`src/logic/tmcc_pkg.sv`:
```
package tmcc_pkg;
  localparam logic [3:0] ADDR_CTRL0   = 4'h0;
  localparam logic [3:0] ADDR_CTRL1   = 4'h1;
  localparam logic [3:0] ADDR_CNT_LO  = 4'h2;
  localparam logic [3:0] ADDR_CNT_HI  = 4'h3;
  localparam logic [3:0] ADDR_CMPA_LO = 4'h4;
  localparam logic [3:0] ADDR_CMPA_HI = 4'h5;
  localparam logic [3:0] ADDR_CMPP_LO = 4'h6;
  localparam logic [3:0] ADDR_CMPP_HI = 4'h7;
  localparam logic [3:0] ADDR_FLAGS   = 4'h8;
  localparam logic [7:0] CTRL0_RST    = 8'h00;
  localparam logic [7:0] CTRL1_RST    = 8'h00;
  localparam logic [15:0] CMP_RST     = 16'h0000;
  localparam logic [5:0] DIV4_LAST   = 6'h03;
  localparam logic [5:0] DIV16_LAST  = 6'h0f;
  localparam logic [5:0] DIV64_LAST  = 6'h3f;

  typedef enum logic [1:0] {
    TMCC_MODE_CMP    = 2'b00,
    TMCC_MODE_PULSE  = 2'b01,
    TMCC_MODE_PWM    = 2'b10,
    TMCC_MODE_TIMER  = 2'b11
  } tmcc_mode_t;

  typedef struct packed {
    logic       pause;
    logic [2:0] counter_clock_select;
    logic       counter_on_bit;
    logic [2:0] rsvd;
  } tmcc_ctrl0_t;

  typedef struct packed {
    tmcc_mode_t mode;
    logic [1:0] pin_func;
    logic       out_init;
    logic       out_pol;
    logic       rsvd;
    logic       clear_on_a;
  } tmcc_ctrl1_t;

  typedef struct packed {
    logic [3:0] addr;
    logic [7:0] wdata;
    logic       wr;
    logic       rd;
  } tmcc_bus_t;
endpackage : tmcc_pkg

```
`src/logic/tmcc_core.sv`:
```
// The placing of the registers and the address-and-strobe port are this design's own decisions.
`timescale 1ns/1ps
module tmcc_core
  import tmcc_pkg::*;
(
  input  wire logic       ref_clk,
  input  wire logic       nrst,
  input  wire logic       clk_en,
  input  wire tmcc_bus_t  bus,
  output logic [7:0]      rdata,
  input  wire logic       high_internal_tick,
  input  wire logic       low_speed_tick,
  input  wire logic       timer_clock_input_pin,
  output logic            timer_output_pin,
  output logic            irq_a,
  output logic            irq_p
);
  ////////////////////////////////////////////////////////////////////
  tmcc_ctrl0_t c0_ff;
  tmcc_ctrl1_t c1_ff;
  logic [15:0] cnt_ff, cmpa_ff, cmpp_ff, nxt_cnt;
  logic [7:0]  buf_ff, nxt_buf;
  logic [2:0]  pin_sync_ff;
  logic        pin_ff, on_d_ff, out_ff, nxt_out, pa_ff, pp_ff, armed_ff;
  logic [5:0]  sdiv_ff, hdiv_ff;

  // Register decode
  wire wr_c0  = bus.wr && bus.addr == ADDR_CTRL0;
  wire wr_c1  = bus.wr && bus.addr == ADDR_CTRL1;
  wire wr_alo = bus.wr && bus.addr == ADDR_CMPA_LO;
  wire wr_ahi = bus.wr && bus.addr == ADDR_CMPA_HI;
  wire wr_plo = bus.wr && bus.addr == ADDR_CMPP_LO;
  wire wr_phi = bus.wr && bus.addr == ADDR_CMPP_HI;
  wire wr_flg = bus.wr && bus.addr == ADDR_FLAGS;
  wire rd_dhi = bus.rd && bus.addr == ADDR_CNT_HI;
  wire rd_ahi = bus.rd && bus.addr == ADDR_CMPA_HI;
  wire rd_phi = bus.rd && bus.addr == ADDR_CMPP_HI;

  ////////////////////////////////////////////////////////////////////
  // Pin sampling, the second and third stages must agree
  wire pin_stable = pin_sync_ff[1] == pin_sync_ff[2];
  wire pin_rise   = pin_stable && pin_sync_ff[2] && !pin_ff;
  wire pin_fall   = pin_stable && !pin_sync_ff[2] && pin_ff;
  wire pin_edge   = c0_ff.counter_clock_select[0] ? pin_fall : pin_rise;

  // Clock tick selection
  wire [2:0] sel = c0_ff.counter_clock_select;
  wire sys4  = sdiv_ff[1:0] == DIV4_LAST[1:0];
  wire h16   = high_internal_tick && hdiv_ff[3:0] == DIV16_LAST[3:0];
  wire h64   = high_internal_tick && hdiv_ff == DIV64_LAST;
  logic tick;
  always_comb begin
    unique case (sel)
      3'b000: tick = sys4;
      3'b001: tick = 1'b1;
      3'b010: tick = h16;
      3'b011: tick = h64;
      3'b100,
      3'b101: tick = low_speed_tick;
      default: tick = pin_edge;
    endcase
  end

  ////////////////////////////////////////////////////////////////////
  // Counting and matches
  wire on_rise  = c0_ff.counter_on_bit && !on_d_ff;
  wire pin_trig = (sel[2] && sel[1]) ? pin_edge : 1'b0;
  wire is_pulse = c1_ff.mode == TMCC_MODE_PULSE;
  wire run      = c0_ff.counter_on_bit && !c0_ff.pause && (!is_pulse || armed_ff);
  wire step     = run && tick && !(is_pulse && sel[2] && sel[1]);
  wire cnt_step = is_pulse ? (run && (sel[2] && sel[1] ? 1'b1 : tick)) : step;
  wire match_a  = cnt_step && cnt_ff == cmpa_ff;
  wire match_p  = cnt_step && cnt_ff[15:8] == cmpp_ff[7:0];

  always_comb begin
    nxt_cnt = cnt_ff;
    if (on_rise)
      nxt_cnt = 16'h0000;
    else if (cnt_step) begin
      if ((c1_ff.clear_on_a && match_a) || (!c1_ff.clear_on_a && match_p))
        nxt_cnt = 16'h0000;
      else
        nxt_cnt = cnt_ff + 16'h0001;
    end
  end

  // Output pin
  always_comb begin
    nxt_out = out_ff;
    if (on_rise)
      nxt_out = c1_ff.out_init;
    else if (c1_ff.mode == TMCC_MODE_CMP && match_a) begin
      unique case (c1_ff.pin_func)
        2'b00: nxt_out = out_ff;
        2'b01: nxt_out = 1'b0;
        2'b10: nxt_out = 1'b1;
        2'b11: nxt_out = !out_ff;
      endcase
    end else if (c1_ff.mode == TMCC_MODE_PWM && c0_ff.counter_on_bit) begin
      unique case (c1_ff.pin_func)
        2'b00: nxt_out = !c1_ff.out_init;
        2'b01: nxt_out = c1_ff.out_init;
        2'b10: nxt_out = (nxt_cnt < (c1_ff.clear_on_a ? cmpp_ff : cmpa_ff))
                         ? c1_ff.out_init : !c1_ff.out_init;
        2'b11: nxt_out = out_ff;
      endcase
    end else if (is_pulse && (match_a || match_p))
      nxt_out = !c1_ff.out_init;
    else if (is_pulse && pin_trig && !armed_ff)
      nxt_out = c1_ff.out_init;
  end
  assign timer_output_pin = out_ff ^ c1_ff.out_pol;

  ////////////////////////////////////////////////////////////////////
  // Holding buffer
  always_comb begin
    nxt_buf = buf_ff;
    if (wr_alo || wr_plo)
      nxt_buf = bus.wdata;
    else if (rd_dhi)
      nxt_buf = cnt_ff[7:0];
    else if (rd_ahi)
      nxt_buf = cmpa_ff[7:0];
    else if (rd_phi)
      nxt_buf = cmpp_ff[7:0];
  end

  always_ff @(posedge ref_clk or negedge nrst) begin
    if (!nrst) begin
      pin_sync_ff <= 3'b000;
      pin_ff      <= 1'b0;
      sdiv_ff     <= 6'h00;
      hdiv_ff     <= 6'h00;
      on_d_ff     <= 1'b0;
      armed_ff    <= 1'b0;
    end else if (clk_en) begin
      pin_sync_ff <= {pin_sync_ff[1:0], timer_clock_input_pin};
      if (pin_stable)
        pin_ff <= pin_sync_ff[2];
      sdiv_ff     <= sdiv_ff + 6'h01;
      if (high_internal_tick)
        hdiv_ff <= hdiv_ff + 6'h01;
      on_d_ff     <= c0_ff.counter_on_bit;
      if (!is_pulse || on_rise || match_a || match_p)
        armed_ff <= 1'b0;
      else if (pin_trig)
        armed_ff <= 1'b1;
    end
  end

  always_ff @(posedge ref_clk or negedge nrst) begin
    if (!nrst) begin
      c0_ff   <= CTRL0_RST;
      c1_ff   <= CTRL1_RST;
      cnt_ff  <= 16'h0000;
      cmpa_ff <= CMP_RST;
      cmpp_ff <= CMP_RST;
      buf_ff  <= 8'h00;
      out_ff  <= 1'b0;
    end else if (clk_en) begin
      if (wr_c0)
        c0_ff <= {bus.wdata[7:3], 3'b000};
      if (wr_c1)
        c1_ff <= bus.wdata;
      if (wr_ahi)
        cmpa_ff <= {bus.wdata, buf_ff};
      if (wr_phi)
        cmpp_ff <= {bus.wdata, buf_ff};
      cnt_ff  <= nxt_cnt;
      buf_ff  <= nxt_buf;
      out_ff  <= nxt_out;
    end
  end

  ////////////////////////////////////////////////////////////////////
  // Pending flags, a new match wins over a clear
  always_ff @(posedge ref_clk or negedge nrst) begin
    if (!nrst) begin
      pa_ff <= 1'b0;
      pp_ff <= 1'b0;
    end else if (clk_en) begin
      pa_ff <= match_a | (pa_ff & ~(wr_flg & bus.wdata[0]));
      pp_ff <= match_p | (pp_ff & ~(wr_flg & bus.wdata[1]));
    end
  end
  assign irq_a = pa_ff;
  assign irq_p = pp_ff;

  ////////////////////////////////////////////////////////////////////
  // Read data, one cycle after the strobe
  logic [7:0] rd_mux;
  always_comb begin
    unique case (bus.addr)
      ADDR_CTRL0:   rd_mux = c0_ff;
      ADDR_CTRL1:   rd_mux = c1_ff;
      ADDR_CNT_LO,
      ADDR_CMPA_LO,
      ADDR_CMPP_LO: rd_mux = buf_ff;
      ADDR_CNT_HI:  rd_mux = cnt_ff[15:8];
      ADDR_CMPA_HI: rd_mux = cmpa_ff[15:8];
      ADDR_CMPP_HI: rd_mux = cmpp_ff[15:8];
      ADDR_FLAGS:   rd_mux = {6'h00, pp_ff, pa_ff};
      default:      rd_mux = 8'h00;
    endcase
  end

  always_ff @(posedge ref_clk or negedge nrst) begin
    if (!nrst)
      rdata <= 8'h00;
    else if (clk_en)
      rdata <= bus.rd ? rd_mux : 8'h00;
  end
endmodule : tmcc_core

```
`config.mk`:
```
export PLATFORM = sky130hd
export DESIGN_NAME = tmcc_core
export DESIGN_NICKNAME = d
export VERILOG_FILES = /design/src/logic/tmcc_pkg.sv /design/src/logic/tmcc_core.sv
export SDC_FILE = /design/constraint.sdc
export NUM_CORES = 1
export LEC_CHECK = 0
export BUFFER_PORTS_ARGS = -buffer_cell sky130_fd_sc_hd__clkbuf_2
export CORE_ASPECT_RATIO = 2
export CORE_UTILIZATION = 62
export CTS_CLUSTER_DIAMETER = 30
export DETAILED_ROUTE_END_ITERATION = 10
export HOLD_SLACK_MARGIN = 0.1
export PLACE_DENSITY = 0.82
export SYNTH_ARGS = -nofsm -noshare
export SYNTH_HDL_FRONTEND = slang
export SYNTH_SLANG_ARGS = --single-unit
```
`constraint.sdc`:
```
create_clock -name ref_clk -period 5.05 [get_ports ref_clk]
set_clock_uncertainty 0.2 [all_clocks]
set_input_delay 1.01 -clock ref_clk [delete_from_list [all_inputs] [get_ports ref_clk]]
set_output_delay 1.01 -clock ref_clk [all_outputs]
set_load 0.01 [all_outputs]
```
Word-level counts from Yosys, hierarchy flattened
Cells that the tools add are included.
{"block": "word_totals", "elab_cells": 156, "in_bits": 20, "reg_bits": 98}
{"block": "op_classes", "n_addsub": 3, "order_cmp": 1, "n_eq_ne": 26, "reduce_logical": 69, "bitwise_logic": 9, "mux": 25}
{"cell": "$mux 16", "count": 4}
{"cell": "$pmux 8 s7", "count": 1}
{"cell": "$mux 8", "count": 5}
{"cell": "$logic_and 1x1->1", "count": 34}
{"cell": "$add 16x1->16 const B", "count": 1}
{"cell": "$eq 16x16->1", "count": 1}
{"cell": "$eq 4x3->1 const B", "count": 4}
{"cell": "$lt 16x16->1", "count": 1}
{"cell": "$reduce_and 2->1", "count": 8}
{"cell": "$add 6x1->6 const B", "count": 2}
{"cell": "$mux 1", "count": 12}
{"cell": "$logic_not 1->1", "count": 10}
{"cell": "$eq 2x2->1 const B", "count": 4}
{"cell": "$eq 4x2->1 const B", "count": 2}
{"cell": "$eq 4x4->1 const B", "count": 2}
{"cell": "$eq 8x8->1", "count": 1}
{"cell": "$logic_or 1x1->1", "count": 7}
{"cell": "$eq 3x2->1 const B", "count": 2}
{"cell": "$eq 3x3->1 const B", "count": 2}
{"cell": "$eq 6x6->1 const B", "count": 1}
{"cell": "$pmux 1 s3", "count": 2}
{"cell": "$pmux 1 s5", "count": 1}
{"cell": "$reduce_bool 5->1", "count": 1}
{"cell": "$and 1x1->1", "count": 4}
{"cell": "other kinds (17)", "count": 21}

Depth between registers and ports, before layout
{"block": "depth", "depth_word": 20, "ltp_mapped": 18, "ltp_nobuf": 18}

Least setup slack after synthesis
Ideal clock, no wire load.
{"block": "synth_timing", "path_type": "input port to flip-flop", "start": "input port high_internal_tick", "end": "register out_ff", "path_slack_ns": 0.824, "t_required_ns": 4.768, "path_stages": 16, "setup_ns": 0.082, "arrival_ns": 3.944, "cell_sequence": "nand4_1 -> o21ai_0 -> a311o_4 -> nand4_1 -> nor2_2 -> nand4_1 -> xor2_1 -> nor2_1 -> ha_1 -> a2111oi_0 -> o21ai_0 -> a221oi_1 -> and2_1 -> a32o_1 -> o21ai_0 -> a31oi_1"}
{"block": "synth_between", "elab_chain_cells": 17, "elab_cells_between_ends": 30, "cone_classes": "1 x order compare; 2 x eq/ne; 12 x mux; 15 x reduce/logical"}
{"element": "start: declaration", "line_no": "tmcc_core.sv:11", "text": "input wire logic high_internal_tick,"}
{"element": "$logic_and 1x1->1 (on tied branches)", "line_no": "tmcc_core.sv:50, tmcc_core.sv:49"}
{"element": "$pmux 1 s5 (*)", "line_no": "tmcc_core.sv:53", "text": "unique case (sel)"}
{"element": "$mux 1 or $logic_and 1x1->1 (tied branches)", "line_no": "tmcc_core.sv:71, tmcc_core.sv:70"}
{"element": "$logic_and 1x1->1 (on tied branches)", "line_no": "tmcc_core.sv:71, tmcc_core.sv:70"}
{"element": "$mux 1 (*)", "line_no": "tmcc_core.sv:71", "text": "wire cnt_step = is_pulse ? (run && (sel[2] && sel[1] ? 1'b1 : tick)) : step;"}
{"element": "$logic_and 1x1->1 (on tied branches)", "line_no": "tmcc_core.sv:72, tmcc_core.sv:73"}
{"element": "$logic_and 1x1->1", "line_no": "tmcc_core.sv:80", "text": "if ((c1_ff.clear_on_a && match_a) || (!c1_ff.clear_on_a && match_p))"}
{"element": "$logic_or 1x1->1", "line_no": "tmcc_core.sv:80"}
{"element": "[2 not listed]"}
{"element": "$mux 16 (*)", "line_no": "tmcc_core.sv:77", "text": "if (on_rise)"}
{"element": "via nxt_cnt[11]", "line_no": "tmcc_core.sv:21", "text": "logic [15:0] cnt_ff, cmpa_ff, cmpp_ff, nxt_cnt;"}
{"element": "$lt 16x16->1 (*)", "line_no": "tmcc_core.sv:103", "text": "2'b10: nxt_out = (nxt_cnt < (c1_ff.clear_on_a ? cmpp_ff : cmpa_ff))"}
{"element": "$mux 1 (*)", "line_no": "tmcc_core.sv:104", "text": "? c1_ff.out_init : !c1_ff.out_init;"}
{"element": "$pmux 1 s3 (*)", "line_no": "tmcc_core.sv:100", "text": "unique case (c1_ff.pin_func)"}
{"element": "$mux 1 (*)", "line_no": "tmcc_core.sv:99", "text": "end else if (c1_ff.mode == TMCC_MODE_PWM && c0_ff.counter_on_bit) begin"}
{"element": "$mux 1 (*)", "line_no": "tmcc_core.sv:92", "text": "else if (c1_ff.mode == TMCC_MODE_CMP && match_a) begin"}
{"element": "$mux 1 (*)", "line_no": "tmcc_core.sv:90", "text": "if (on_rise)"}
{"element": "end signal: assignment", "line_no": "tmcc_core.sv:171", "text": "out_ff <= nxt_out;"}
{"element": "end: declaration", "line_no": "tmcc_core.sv:24", "text": "logic pin_ff, on_d_ff, out_ff, nxt_out, pa_ff, pp_ff, armed_ff;"}
The timed path passes the listed nets; every way through them passes the cells marked *.
A chain may end at the register's enable or synchronous reset.

Worst setup path in the final report
{"block": "layout_timing", "start": "register cnt_ff[5]", "end": "register out_ff"}
{"block": "layout_between", "elab_chain_cells": 13, "elab_cells_between_ends": 22, "cone_classes": "1 x add/sub; 1 x order compare; 3 x eq/ne; 9 x mux; 8 x reduce/logical"}
{"element": "start: declaration", "line_no": "tmcc_core.sv:21"}
{"element": "start signal: assignment", "line_no": "tmcc_core.sv:169", "text": "cnt_ff <= nxt_cnt;"}
{"element": "branches (longest 5 deep; another with $add 16x1->16)"}
{"element": "$mux 16 (*)", "line_no": "tmcc_core.sv:79", "text": "else if (cnt_step) begin"}
{"element": "$mux 16 (*)", "line_no": "tmcc_core.sv:77"}
{"element": "via nxt_cnt[5]", "line_no": "tmcc_core.sv:21"}
{"element": "$lt 16x16->1 (*)", "line_no": "tmcc_core.sv:103"}
{"element": "$mux 1 (*)", "line_no": "tmcc_core.sv:104"}
{"element": "$pmux 1 s3 (*)", "line_no": "tmcc_core.sv:100"}
{"element": "$mux 1 (*)", "line_no": "tmcc_core.sv:99"}
{"element": "$mux 1 (*)", "line_no": "tmcc_core.sv:92"}
{"element": "$mux 1 (*)", "line_no": "tmcc_core.sv:90"}
Mark *: on every way through the listed nets, which the timed path passes.

==> impl_results.md <==
- Number of global-route vias before repair: 5046
- Vias: between 4000 and 5000
- Drt drc: 8
- Setup crit end kind: flop
- PostCTS Resize Cnt: 0
- Fraction of the mapped netlist area in adder cells: 0.0515
- Area growth syn-to-layout: 8.69%
- Die H: about 140 um
- CP Launch Point: cnt_ff[5]$_DFFE_PN0P_
- Outcome: complete, but fails checks
- Hold Crit Class: flop to flop
- Clock Sinks: between 90 and 100
- M1 wire length: ~5800 um
- Tmin final: 4710 ps
- Internal: roughly 1.6 mW
- Clk slew on worst S/H paths: 70 ps
- FFs w/ async S/R, synth: 1.00
- Initial DRC count: around 570
- Clock Latency Late Sink: 350 ps
- Largest net degree at the start of global routing: 49
- DR WL met2: 8840 um
- CTS root buf: clkbuf_16
- Hold_sp: sdiv_ff[0]$_DFFE_PN0P_
- Compound-cell area share of the yosys netlist: 0.149
- Worst endpoint data arrival time: roughly 4700 ps
- Main combinational cell family by area after synthesis: multiplexers
- Synth cell types: 61
- CP required: 5070 ps
- Share of cells above drive strength 1: 0.222
- DR pass1 iterations: 8
- First-pass GRT wire length: 27100 um
- Share of power burned in registers: 0.448
- Die Area: 0.00983 mm2
- Power Total: around 2.5 mW
- GPL Wtd Cong: 0.996
- Final nets: roughly 630
- Setup TNS Final: 0 ps
- NetSw: 0.870 mW
- Cell Pwr Density: 388 mW/mm2
- Crit Path Class: flop to flop
- IO Pins: 31
- Port bufs: 30
- Static Leak: between 2 and 3 nW
- Post-CTS Hold Fix Bufs: 0
- N_diodes: 0
- Final HPWL DP: 12800 um
- Vias/cell: approximately 6.9
- Number of buffers created by CTS: 9
- Post-synth net total: about 620
- GR Overflow Total: 0
- Max frequency: ~210 MHz
- Core area: slightly above 0.009 mm2
- CTS Buffer Depth: 2
- YS warnings: 0
- Rows: between 40 and 50
- Worst-margin pin slew: roughly 1000 ps
- Fill count: 687
- Top Metal Used: met4
- Final Hold Viols: 0
- RSZ-0062 raised after global routing: no
- MaxCap Viol Count: 0
- Hold Path Cell Cnt: 1
- Antenna violations before repair: 0
- Flop-to-flop setup slack: 340 ps
- Post-Route WL: between 15000 and 20000 um
- Reg2Reg Depth: 15
- Hold EP: sdiv_ff[0]$_DFFE_PN0P_
- Multiplexer share of the synthesized area: 0.166
- Slew headroom: 0.306
- Synth Area in XOR/XNOR: 0.0661
- Clock power frac: 0.259
- Primary FF master, synth: dfrtp_1
- H-tree levels: 3
- Setup bufs post-CTS: 0
- Switching part of the total power: 0.353
- Seq/Total Area, Yosys: 0.403
- Failing checks: design-rule violations
- Cells after synthesis: 572
- TritonCTS clock tree: yes
- Terminus of the critical flop-to-flop path: out_ff$_DFFE_PN0P_
- Nature of the critical path startpoint: flop
- Post-Syn Area: 0.00583 mm2
- FF+latch count, synth: 94
- Initial Util: 0.643
- Reg2reg start: cnt_ff[5]$_DFFE_PN0P_
- Final ANT Viol Nets: 0
- Crit-path max FO: 13
- All-Layer GR Usage: 0.372
- Final Setup Violations: 0
- Avg Synthesized Cell Area: between 10 and 15 um2
- Max IR drop VDD: between 300 and 400 uV
- Crit share post-route: 0.932
- Number of flops mapped to enable cells by yosys: 0
- Length of routed met3 wiring: approximately 960 um
- Combinational cell fraction of total power: 0.293
- Count of final max-slew check failures: 0
- Chip width: roughly 70 um
- Post-Synth Simple-Gate Area: 0.131
- Drt wl/cell: 24.6 um
## worst max-delay path: stages, from the launching register on
cell	delay [ps]
dfrtp_1	480
xnor2_1	310
nand4_1	190
nor4_4	580
mux2i_2	220
o21ai_4	400
nor2_1	130
ha_1	320
a21oi_1	70
o21ai_0	270
nor2_1	100
nor4_1	530
o31ai_1	250
a32o_1	270
o21ai_0	160
a31oi_1	100
## synthesized netlist by cell type (2+ instances only)
cell,n,area (um2)
xnor2_1,30,263
mux2i_1,30,300
and2_1,3,18.8
o21ai_0,24,120
dfrtp_1,94,2350
nor2_2,3,18.8
nor2_1,47,176
xor2_1,14,123
buf_2,8,40.0
nor2b_1,2,12.5
nand2b_1,3,18.8
a221o_1,6,60.1
a211oi_1,9,67.6
nand2_1,32,120
buf_1,7,26.3
nand4_1,18,113
a21oi_1,36,180
a31oi_1,4,25.0
nand3_1,10,50.1
a21o_1,4,30.0
and3_1,9,56.3
inv_1,10,37.5
ha_1,24,300
o31ai_1,9,67.6
o2bb2ai_1,8,70.1
a32oi_1,3,26.3
a32o_1,3,30.0
a41oi_1,2,17.5
or3_1,4,25.0
a22oi_1,3,22.5
a311oi_1,2,17.5
nor3_1,4,20.0
and4_1,3,26.3
mux2_2,58,653
clkbuf_1,20,75.1
## worst max-delay path by stage
| stage | slack [ps] | cells after the start | endpoint |
|---|---|---|---|
| 3_5_place_dp | 200 | 16 | out_ff$_DFFE_PN0P_ |
| 6_report | 340 | 15 | out_ff$_DFFE_PN0P_ |
| 3_3_place_gp | 340 | 17 | out_ff$_DFFE_PN0P_ |
| 2_1_floorplan | 820 | 16 | out_ff$_DFFE_PN0P_ |
| 4_1_cts | 400 | 15 | out_ff$_DFFE_PN0P_ |
| 5_1_grt | 130 | 15 | out_ff$_DFFE_PN0P_ |
## stage by stage
stage / util / std cells / instance area [um2] / hold slack [ps] / setup WS [ps]
after floorplan: - / 572 / 5830 / 241 / 824
after global placement: 0.669 / 681 / 6070 / 262 / 339
after detailed placement: 0.669 / 681 / 6070 / 268 / 203
after CTS: 0.699 / 697 / 6340 / 278 / 397
after global routing: 0.699 / 697 / 6340 / 285 / 130
final: 0.699 / 697 / 6340 / 275 / 342
## placed cells by master (no fill, tap or decap), types with 2 or more instances in the layout
master     Yosys  layout
dfrtp_1       94      94
mux2_2        58      58
nor2_1        47      47
a21oi_1       36      36
nand2_1       32      32
mux2i_1       30      30
xnor2_1       30      30
clkbuf_2       0      29
o21ai_0       24      24
ha_1          24      24
nand4_1       18      18
buf_4          1      15
xor2_1        14      14
inv_1         10      10
nand3_1       10      10
and3_1         9       9
o31ai_1        9       9
a211oi_1       9       9
clkbuf_16      0       9
o2bb2ai_1      8       8
a221o_1        6       6
or3_1          4       4
a21o_1         4       4
nor3_1         4       4
a31oi_1        4       4
clkinv_2       0       4
nand2b_1       3       3
nor2_2         3       3
and2_1         3       3
and4_1         3       3
a22oi_1        3       3
a32o_1         3       3
a32oi_1        3       3
a311oi_1       2       2
nor2b_1        2       2
a41oi_1        2       2
## layer usage
metal,up-vias,GRT usage
met1,2347,0.386
met5,-,0
met4,0,0.295
met3,105,0.0647
met2,229,0.648
li1,2134,-
## area by class of cell
cell class              instances  area, um2  share of cell area
flip-flops and latches         94       2350               0.371
multi-input cells             431       3290               0.519
repair buffers                 44        258              0.0406
inverters                      10       37.5             0.00592
clock inverters                 6       36.3             0.00572
clock buffers                  10        239              0.0377
well taps                     102        128              0.0201
## power by group through the flow
stage          Clock, mW  Sequential, mW  Combinational [mW]
2_1_floorplan          0            1.04               0.523
3_3_place_gp           0            1.10               0.688
3_5_place_dp           0            1.11               0.710
4_1_cts            0.640            1.10               0.717
5_1_grt            0.674            1.12               0.784
6_report           0.637            1.10               0.722
## cells by family (layout without fill, tap and decap cells)
| kind of cell | after synthesis | in the layout |
|---|---|---|
| buf+inv | 47 | 70 |
| simple gates | 148 | 148 |
| flops | 94 | 94 |
| fa+ha+maj | 24 | 24 |
| xor+xnor | 44 | 44 |
| mux | 89 | 89 |
| compound gates | 126 | 126 |
## flip-flops by register name, summed over array words and instances, names as in the netlist, 2 cells and up
| name | count |
|---|---|
| cnt_ff | 16 |
| cmpp_ff | 16 |
| buf_ff | 8 |
| c1_ff | 8 |
| sdiv_ff | 2 |
| hdiv_ff | 6 |
| c0_ff | 2 |
| cmpa_ff | 16 |
| sel | 3 |
| pin_sync_ff | 3 |
| rdata | 8 |
Note: power is estimated with default switching activity, not from simulation.
